===== src/tdmac_pkg.sv =====
// tdmac_pkg: constants, register map and state codes of the ten-channel dma
// assumes: one 200 MHz clock domain, 8-bit register address, 32-bit register data
package tdmac_pkg;
    // =====================================================================
    // sizes
    localparam int NCH = 10;
    localparam int RAW = 8;
    localparam int RDW = 32;
    localparam int MAW = 16;
    localparam int MDW = 16;
    localparam int CW = 8;
    localparam int NPER = 3;
    // =====================================================================
    // register map: channel c sits at c * 16 plus the offset below
    localparam logic [3:0] OFS_CTRL = 4'h0;
    localparam logic [3:0] OFS_SRC = 4'h4;
    localparam logic [3:0] OFS_DST = 4'h8;
    localparam logic [3:0] OFS_CNT = 4'hC;
    localparam logic [7:0] REG_IRQ_STAT = 8'hA0;
    localparam logic [7:0] REG_IRQ_MASK = 8'hA4;
    localparam logic [7:0] REG_SWREQ = 8'hA8;
    localparam logic [7:0] REG_ENGINE = 8'hAC;
    // =====================================================================
    // channel control bit positions
    localparam int CTL_RING = 0;
    localparam int CTL_PEND = 1;
    localparam int CTL_SEL = 2;
    localparam int CTL_EN = 4;
    localparam int CTL_BYTE = 5;
    localparam int CTL_SINC = 6;
    localparam int CTL_DINC = 7;
    // request source select codes
    localparam logic [1:0] SEL_SW = 2'h0;
    localparam logic [1:0] SEL_A = 2'h1;
    localparam logic [1:0] SEL_B = 2'h2;
    localparam logic [1:0] SEL_C = 2'h3;
    // channels whose code 3 means one completed transfer of the preceding channel in their ring or chain
    localparam logic [NCH-1:0] CASC_MASK = 10'h2F6;
    // =====================================================================
    // transfer window and address stepping
    localparam logic [31:0] WINDOW_BASE = 32'h0080_0000;
    localparam int RING_BITS = 6;
    localparam logic [MAW-1:0] STEP_BYTE = 16'h0001;
    localparam logic [MAW-1:0] STEP_HALF = 16'h0002;
    localparam logic [CW-1:0] CNT_ZERO = 8'h00;
    localparam logic [CW-1:0] CNT_ONE = 8'h01;
    // one transfer takes three cycles with no wait states
    localparam int CYCLES_PER_XFER = 3;
    // =====================================================================
    typedef enum logic [1:0] {
        TD_IDLE = 2'b00,
        TD_READ = 2'b01,
        TD_WRITE = 2'b10
    } tdmac_state_t;
endpackage


===== src/tdmac_top.sv =====
// tdmac_top: ten-channel single-transfer dual-address dma engine with registers
// assumes: peripheral request pulses and memory ready come from the same clock
//
// Behaviour
// - ten channels, own source, setup, count
// - moves between addresses inside the 16-bit window at WINDOW_BASE
// - start by software or peripheral request
// - count allows up to 256 transfers
// - 16-bit window offsets, 8 or 16 bit items
// - read then write; bus released each transfer
// - addresses fixed, incrementing or ring wrapping
// - lowest numbered pending enabled channel served first
// - three cycles per transfer sustains rate
// - count underflow raises group interrupt
// - cascade ring over channels 0, 1, 2
// - channel 3 completion requests channel 4
// - cascade ring over channels 5, 6, 7
// - channel 8 completion requests channel 9
// - channel 0 underflow requests channel 5
// - pending flag: write zero clears, one keeps
// - channel 0 source codes 00..11 as listed
//
// Our own choices: strobed register access and the register addresses.
`timescale 1ns/1ps
module tdmac_top (
    input wire logic clock_i,
    input wire logic resetn_i,
    input wire logic [tdmac_pkg::RAW-1:0] reg_addr_i,
    input wire logic [tdmac_pkg::RDW-1:0] reg_wdata_i,
    input wire logic reg_wr_i,
    input wire logic reg_rd_i,
    output logic [tdmac_pkg::RDW-1:0] reg_rdata_o,
    input wire logic [tdmac_pkg::NCH*tdmac_pkg::NPER-1:0] periph_req_i,
    output logic [31:0] mem_addr_o,
    output logic mem_rd_o,
    output logic mem_wr_o,
    output logic mem_byte_o,
    output logic [tdmac_pkg::MDW-1:0] mem_wdata_o,
    input wire logic [tdmac_pkg::MDW-1:0] mem_rdata_i,
    input wire logic mem_ready_i,
    output logic bus_busy_o,
    output logic irq_o
);
    import tdmac_pkg::*;

    // =====================================================================
    // channel state
    logic [NCH-1:0] ring_r, ring_nxt, pend_r, pend_nxt, en_r, en_nxt;
    logic [NCH-1:0] byte_r, byte_nxt, sinc_r, sinc_nxt, dinc_r, dinc_nxt;
    logic [NCH-1:0][1:0] sel_r, sel_nxt;
    logic [NCH-1:0][MAW-1:0] sa_r, sa_nxt, da_r, da_nxt;
    logic [NCH-1:0][CW-1:0] cnt_r, cnt_nxt;
    logic [NCH-1:0] irq_stat_r, irq_stat_nxt, irq_mask_r, irq_mask_nxt;
    logic irq_r, irq_nxt;
    logic [RDW-1:0] rdata_r, rdata_nxt;

    // engine state
    tdmac_state_t state_r, state_nxt;
    logic [3:0] act_r, act_nxt;
    logic [31:0] maddr_r, maddr_nxt;
    logic mrd_r, mrd_nxt, mwr_r, mwr_nxt, mbyte_r, mbyte_nxt, busy_r, busy_nxt;
    logic [MDW-1:0] data_r, data_nxt;

    // events of the current cycle
    logic [NCH-1:0] done, uflow, grant, chain_done, req, eligible;
    logic [3:0] win;
    logic any_elig;

    // =====================================================================
    // address stepping
    function automatic logic [MAW-1:0] step_addr(input logic [MAW-1:0] a,
            input logic inc, input logic ring, input logic bsz);
        logic [MAW-1:0] s;
        s = a + (bsz ? STEP_BYTE : STEP_HALF);
        if (!inc) begin
            step_addr = a;
        end else if (ring) begin
            // wrap inside an aligned block so the window is never left
            step_addr = {a[MAW-1:RING_BITS], s[RING_BITS-1:0]};
        end else begin
            step_addr = s;
        end
    endfunction

    // =====================================================================
    // request sources and cascades
    assign chain_done = {done[8], 1'b0, done[6], done[5], done[7],
                         done[3], 1'b0, done[1], done[0], 1'b0};

    always_comb begin
        for (int c = 0; c < NCH; c++) begin
            case (sel_r[c])
                SEL_SW: begin
                    // channel 0 code 00 also takes one channel 2 completion
                    req[c] = (c == 0) ? done[2] : 1'b0;
                end
                SEL_A: begin
                    req[c] = periph_req_i[c*NPER];
                end
                SEL_B: begin
                    req[c] = (c == 5) ? uflow[0] : periph_req_i[c*NPER+1];
                end
                SEL_C: begin
                    req[c] = CASC_MASK[c] ? chain_done[c] : periph_req_i[c*NPER+2];
                end
                default: begin
                    req[c] = 1'b0;
                end
            endcase
            if (reg_wr_i && reg_addr_i == REG_SWREQ && sel_r[c] == SEL_SW) begin
                req[c] = req[c] | reg_wdata_i[c];
            end
        end
    end

    // =====================================================================
    // fixed priority: lowest index wins
    assign eligible = pend_r & en_r;
    always_comb begin
        win = 4'h0;
        any_elig = 1'b0;
        for (int c = NCH - 1; c >= 0; c--) begin
            if (eligible[c]) begin
                win = 4'(c);
                any_elig = 1'b1;
            end
        end
    end

    // =====================================================================
    // transfer engine
    always_comb begin
        state_nxt = state_r;
        act_nxt = act_r;
        maddr_nxt = maddr_r;
        mrd_nxt = mrd_r;
        mwr_nxt = mwr_r;
        mbyte_nxt = mbyte_r;
        busy_nxt = busy_r;
        data_nxt = data_r;
        grant = '0;
        done = '0;
        uflow = '0;
        case (state_r)
            TD_IDLE: begin
                // one idle cycle between transfers hands the bus back
                if (any_elig) begin
                    grant[win] = 1'b1;
                    act_nxt = win;
                    maddr_nxt = WINDOW_BASE | {16'h0000, sa_r[win]};
                    mbyte_nxt = byte_r[win];
                    mrd_nxt = 1'b1;
                    busy_nxt = 1'b1;
                    state_nxt = TD_READ;
                end
            end
            TD_READ: begin
                if (mem_ready_i) begin
                    data_nxt = mbyte_r ? {8'h00, mem_rdata_i[7:0]} : mem_rdata_i;
                    maddr_nxt = WINDOW_BASE | {16'h0000, da_r[act_r]};
                    mrd_nxt = 1'b0;
                    mwr_nxt = 1'b1;
                    state_nxt = TD_WRITE;
                end
            end
            TD_WRITE: begin
                if (mem_ready_i) begin
                    mwr_nxt = 1'b0;
                    busy_nxt = 1'b0;
                    done[act_r] = 1'b1;
                    uflow[act_r] = (cnt_r[act_r] == CNT_ZERO);
                    state_nxt = TD_IDLE;
                end
            end
            default: begin
                state_nxt = TD_IDLE;
                mrd_nxt = 1'b0;
                mwr_nxt = 1'b0;
                busy_nxt = 1'b0;
            end
        endcase
    end

    always_ff @(posedge clock_i or negedge resetn_i) begin
        if (!resetn_i) begin
            state_r <= TD_IDLE;
            act_r <= 4'h0;
            maddr_r <= 32'h0000_0000;
            mrd_r <= 1'b0;
            mwr_r <= 1'b0;
            mbyte_r <= 1'b0;
            busy_r <= 1'b0;
            data_r <= 16'h0000;
        end else begin
            state_r <= state_nxt;
            act_r <= act_nxt;
            maddr_r <= maddr_nxt;
            mrd_r <= mrd_nxt;
            mwr_r <= mwr_nxt;
            mbyte_r <= mbyte_nxt;
            busy_r <= busy_nxt;
            data_r <= data_nxt;
        end
    end

    // =====================================================================
    // channel registers: software writes first, engine updates override
    always_comb begin
        ring_nxt = ring_r;
        pend_nxt = pend_r;
        en_nxt = en_r;
        byte_nxt = byte_r;
        sinc_nxt = sinc_r;
        dinc_nxt = dinc_r;
        sel_nxt = sel_r;
        sa_nxt = sa_r;
        da_nxt = da_r;
        cnt_nxt = cnt_r;
        for (int c = 0; c < NCH; c++) begin
            if (reg_wr_i && reg_addr_i[7:4] == 4'(c)) begin
                case (reg_addr_i[3:0])
                    OFS_CTRL: begin
                        ring_nxt[c] = reg_wdata_i[CTL_RING];
                        // only a zero acts on the pending flag
                        pend_nxt[c] = pend_r[c] & reg_wdata_i[CTL_PEND];
                        sel_nxt[c] = reg_wdata_i[CTL_SEL+:2];
                        en_nxt[c] = reg_wdata_i[CTL_EN];
                        byte_nxt[c] = reg_wdata_i[CTL_BYTE];
                        sinc_nxt[c] = reg_wdata_i[CTL_SINC];
                        dinc_nxt[c] = reg_wdata_i[CTL_DINC];
                    end
                    OFS_SRC: begin
                        sa_nxt[c] = reg_wdata_i[MAW-1:0];
                    end
                    OFS_DST: begin
                        da_nxt[c] = reg_wdata_i[MAW-1:0];
                    end
                    OFS_CNT: begin
                        cnt_nxt[c] = reg_wdata_i[CW-1:0];
                    end
                    default: begin
                    end
                endcase
            end
            if (grant[c]) begin
                pend_nxt[c] = 1'b0;
            end
            if (done[c]) begin
                sa_nxt[c] = step_addr(sa_r[c], sinc_r[c], ring_r[c], byte_r[c]);
                da_nxt[c] = step_addr(da_r[c], dinc_r[c], ring_r[c], byte_r[c]);
                cnt_nxt[c] = cnt_r[c] - CNT_ONE;
            end
            if (uflow[c]) begin
                en_nxt[c] = 1'b0;
            end
            // a request on a live channel wins over a clear in the same cycle
            if (req[c] && en_r[c]) begin
                pend_nxt[c] = 1'b1;
            end
        end
    end

    always_ff @(posedge clock_i or negedge resetn_i) begin
        if (!resetn_i) begin
            ring_r <= '0;
            pend_r <= '0;
            en_r <= '0;
            byte_r <= '0;
            sinc_r <= '0;
            dinc_r <= '0;
            sel_r <= '0;
            sa_r <= '0;
            da_r <= '0;
            cnt_r <= '0;
        end else begin
            ring_r <= ring_nxt;
            pend_r <= pend_nxt;
            en_r <= en_nxt;
            byte_r <= byte_nxt;
            sinc_r <= sinc_nxt;
            dinc_r <= dinc_nxt;
            sel_r <= sel_nxt;
            sa_r <= sa_nxt;
            da_r <= da_nxt;
            cnt_r <= cnt_nxt;
        end
    end

    // =====================================================================
    // interrupt: sticky underflow status, write one to clear, set wins
    always_comb begin
        irq_stat_nxt = irq_stat_r;
        irq_mask_nxt = irq_mask_r;
        if (reg_wr_i && reg_addr_i == REG_IRQ_STAT) begin
            irq_stat_nxt = irq_stat_r & ~reg_wdata_i[NCH-1:0];
        end
        if (reg_wr_i && reg_addr_i == REG_IRQ_MASK) begin
            irq_mask_nxt = reg_wdata_i[NCH-1:0];
        end
        irq_stat_nxt = irq_stat_nxt | uflow;
        irq_nxt = |(irq_stat_r & irq_mask_r);
    end

    always_ff @(posedge clock_i or negedge resetn_i) begin
        if (!resetn_i) begin
            irq_stat_r <= '0;
            irq_mask_r <= '0;
            irq_r <= 1'b0;
        end else begin
            irq_stat_r <= irq_stat_nxt;
            irq_mask_r <= irq_mask_nxt;
            irq_r <= irq_nxt;
        end
    end

    // =====================================================================
    // register read: data only in the cycle after the strobe
    always_comb begin
        rdata_nxt = 32'h0000_0000;
        if (reg_rd_i) begin
            if (reg_addr_i == REG_IRQ_STAT) begin
                rdata_nxt[NCH-1:0] = irq_stat_r;
            end else if (reg_addr_i == REG_IRQ_MASK) begin
                rdata_nxt[NCH-1:0] = irq_mask_r;
            end else if (reg_addr_i == REG_ENGINE) begin
                rdata_nxt[5:0] = {busy_r, state_r == TD_WRITE, act_r};
            end else begin
                for (int c = 0; c < NCH; c++) begin
                    if (reg_addr_i[7:4] == 4'(c)) begin
                        case (reg_addr_i[3:0])
                            OFS_CTRL: begin
                                rdata_nxt[7:0] = {dinc_r[c], sinc_r[c], byte_r[c], en_r[c],
                                                  sel_r[c], pend_r[c], ring_r[c]};
                            end
                            OFS_SRC: begin
                                rdata_nxt[MAW-1:0] = sa_r[c];
                            end
                            OFS_DST: begin
                                rdata_nxt[MAW-1:0] = da_r[c];
                            end
                            OFS_CNT: begin
                                rdata_nxt[CW-1:0] = cnt_r[c];
                            end
                            default: begin
                            end
                        endcase
                    end
                end
            end
        end
    end

    always_ff @(posedge clock_i or negedge resetn_i) begin
        if (!resetn_i) begin
            rdata_r <= 32'h0000_0000;
        end else begin
            rdata_r <= rdata_nxt;
        end
    end

    // =====================================================================
    // outputs straight from flops
    assign reg_rdata_o = rdata_r;
    assign mem_addr_o = maddr_r;
    assign mem_rd_o = mrd_r;
    assign mem_wr_o = mwr_r;
    assign mem_byte_o = mbyte_r;
    assign mem_wdata_o = data_r;
    assign bus_busy_o = busy_r;
    assign irq_o = irq_r;
endmodule


===== config.mk =====
export PLATFORM = sky130hd
export DESIGN_NAME = tdmac_top
export DESIGN_NICKNAME = d
export VERILOG_FILES = /design/src/tdmac_pkg.sv /design/src/tdmac_top.sv
export SDC_FILE = /design/constraint.sdc
export NUM_CORES = 2
export LEC_CHECK = 0
export BUFFER_PORTS_ARGS = -buffer_cell sky130_fd_sc_hd__buf_4
export CAP_MARGIN = 15
export CORE_ASPECT_RATIO = 1.2
export CORE_MARGIN = 5
export CORE_UTILIZATION = 35
export CTS_CLUSTER_SIZE = 12
export DETAILED_ROUTE_END_ITERATION = 6
export MAX_ROUTING_LAYER = met4
export PLACE_DENSITY = 0.5
export SKIP_CTS_REPAIR_TIMING = 1
export SYNTH_ARGS = -nofsm -noshare
export SYNTH_HDL_FRONTEND = slang
export SYNTH_SLANG_ARGS = --single-unit

===== constraint.sdc =====
create_clock -name clock_i -period 6.4 [get_ports clock_i]
set_input_delay 1.28 -clock clock_i [delete_from_list [all_inputs] [get_ports clock_i]]
set_output_delay 1.28 -clock clock_i [all_outputs]
set_load 0.01 [all_outputs]

==> summary.txt <==
Critical path
  • Cell repeated most along the worst path: buf_4
  • CP required: 6.82 ns
  • Critical-path maximum fanout: 35
  • Worst Path Buf+Inv: 3
  • Critical path's top delay family: buffers and inverters
  • Worst R2R Start: en_r[5]
  • Crit Path Class: in2reg
  • Worst reg2reg path depth: 8
  • Crit-path cells: buf_4 > buf_4 > mux2_2 > a22o_1 > a221oi_1 > nor4_1 > buf_4 > nor4_1 > o2bb2ai_1
  • Slowest-stage cell, CP: nor4_1
  • Critical path arrival: 4.93 ns
  • Startpoint types: primary input
  • Nature of the critical path endpoint: register
  • Worst stage delay on the critical path: 0.86 ns
  • Reg2reg setup slack: 2.02 ns
  • Critical R2R Capture: mem_addr_o[1]
  • Worst setup path startpoint: reg_addr_i[3]

Synth
  • Register area share after synthesis: 0.361
  • Asr flop ratio synth: 1.00
  • Ys flop type: dfrtp_1
  • Cells after Synth: 4,688
  • Mapped Area: 38,900 um^2
  • Avg Inst Size Synth: 8.29 um^2
  • #FFs+latches synth: 560
  • Ys Warns: 0
  • Yosys cell types: 94
  • Post-synth EDFFs: 0

Clock tree
  • CTS Buf Count: 71
  • Clk buf depth: 3
  • CTS tree: yes
  • H-tree depth: 3
  • Worst skew pair latency: 0.69 ns
  • Clk pin slew, worst setup/hold paths: 0.06 ns
  • Clk root buf: clkbuf_16
  • Clock sinks: 560

STA
  • F_max: 222 MHz
  • Worst Tran Pin Value: 1.09 ns
  • Max-Slew Margin vs Limit: 0.272
  • Final Cycle Share: 0.705
  • Final setup fails: 0
  • Slew Limit Fails: 0
  • RSZ-0062 raised after global routing: false
  • Final setup TNS: 0 ns
  • Final hold vios: 0
  • Final clock skew: 0.0392 ns
  • Post-layout minimum cycle time: 4.51 ns

Global routing
  • First-pass GRT wire length: 281 mm
  • Largest net degree at the start of global routing: 132
  • GRT overflow: 0
  • Initial antenna violation count: 15
  • Vias in the first global route: 37,100
  • GRT Util Overall: 0.336

Worst hold path
  • Hold Path Origin: mem_addr_o[23]
  • Worst hold path type: reg2reg
  • Hold path endpoint: mem_addr_o[23]
  • Hold Crit Depth: 1

Cells and area
  • Syn-to-layout area delta: 11.5%
  • Layout Nets: 4,757
  • Ratio of cells with drive above 1 in the final layout: 0.118
  • Most common cell after layout, fill and taps aside: a21oi_1
  • Fin util: 0.391
  • Most frequent cells in the layout: a21oi_1 (640), nand2_1 (624), dfrtp_1 (558), o21ai_0 (467), nor2_1 (283)
  • Fillcell total: 11,300

Routing
  • DR vias: 40,400
  • Final antenna-violating net count: 0
  • Wirelength, routed: 200 mm
  • Via density: 6.55
  • DRT Pass-1 Iters: 6
  • Routed WL per cell: 32.4 um
  • Drc violations: 0
  • Violation count after the first detailed-route iteration: 6,282

Placement
  • Port bufs: 120
  • DPL Wire Length: 143 mm
  • GP Congestion: 1.08

Floorplanning
  • Die area: 118,000 um^2
  • Row cnt: 134
  • CORE AREA: 111,000 um^2
  • Die width: 314 um
  • IO Pins: 176
  • Initial Utilization: 0.351
  • Die height: 375 um

Job
  • Max Cap Violations: 0

Pwr
  • Leak: 17.3 nW
  • Worst VDD drop: 159 uV
  • PwrDens: 239 nW/um^2
  • Tot Pwr: 10.4 mW

Outcome
  • Status: finished clean
==> synth_stat cells (all sizes together) (16+ instances only) <==
cell type,count,area (um^2)
a211oi,17,128
a21o,36,270
a21oi,652,3310
a221o,35,350
a221oi,54,473
a222oi,16,160
a22o,22,193
a22oi,58,435
a2bb2oi,40,350
a31oi,35,219
and2,28,175
and3,66,413
and4,18,158
buf,190,1020
clkbuf,223,838
dfrtp,560,14000
fa,20,400
ha,50,626
inv,87,327
mux2,65,732
mux2i,113,1130
mux4,72,1620
nand2,625,2350
nand2b,26,165
nand3,186,936
nand4,45,282
nor2,284,1070
nor2b,18,113
nor3,107,593
nor4,27,205
o211ai,40,300
o21a,19,143
o21ai,482,2410
o221ai,34,298
o22a,34,298
o22ai,123,769
o2bb2ai,16,140
==> kinds of logic after synthesis <==
family	share of synthesized area
adders and majority gates	0.0264
AOI/OAI and AO/OA	0.283
and+or+nand+nor	0.182
xor gates and xnor gates	0.00135
muxes	0.0897
other	0.0000965
buffers and inverters	0.0564
DFF	0.361
==> routing by layer <==
layer  GRT usage  share of wire
met5           -              0
met4       0.212          0.081
met3      0.0759           0.10
met2       0.496           0.43
met1       0.417           0.38
==> where the power goes <==
part           internal (mW)  switching [mW]  total, mW  leakage [nW]
Combinational          0.576           0.959       1.53          8.62
Sequential              3.83           0.648       4.47          7.49
Clock                   2.59            1.77       4.36          1.21
Total                   6.99            3.38       10.4          17.3
==> flip-flops by register name, summed over array words and instances (netlist names), 2 cells and up <==
| name | count |
|---|---|
| mem_addr_o | 17 |
| state_r | 2 |
| irq_stat_r | 10 |
| irq_mask_r | 10 |
| da_r | 160 |
| pend_r | 10 |
| reg_rdata_o | 16 |
| cnt_r | 80 |
| sinc_r | 10 |
| mem_wdata_o | 16 |
| ring_r | 10 |
| en_r | 10 |
| byte_r | 10 |
| sa_r | 160 |
| sel_r | 20 |
| act_r | 4 |
| dinc_r | 10 |
==> metrics by stage <==
step | hold WS, ns | setup WS [ns] | std cells | instance area, um^2
2_1_floorplan | 0.466 | 3.25 | 4718 | 39000
3_3_place_gp | 0.455 | 1.60 | 6016 | 40800
3_5_place_dp | 0.465 | 1.57 | 6016 | 40800
4_1_cts | 0.477 | 2.25 | 6146 | 43300
5_1_grt | 0.507 | 1.91 | 6161 | 43300
6_report | 0.480 | 1.89 | 6171 | 43300
==> final cells by class <==
cell class,count,area [um^2],share of cell area
timing repair buffer,218,1720,0.0397
sequential,560,14000,0.324
inverter,88,330,0.00762
multi-input combinational,3657,22900,0.528
tap,1496,1870,0.0432
clock inverter,20,254,0.00586
clock buffer,110,2220,0.0512
antenna,22,55.1,0.00127
==> worst max-delay path by stage <==
stage | cells after the start | slack, ns | to
finish | 9 | 1.89 | reg_rdata_o[3]
floorplan | 9 | 3.25 | reg_rdata_o[5]
global route | 8 | 1.91 | sa_r[8]
global placement | 8 | 1.60 | sa_r[13]
detailed placement | 8 | 1.57 | sa_r[13]
CTS | 8 | 2.25 | mem_addr_o[1]
No activity file was read; power rests on OpenSTA's default activity.
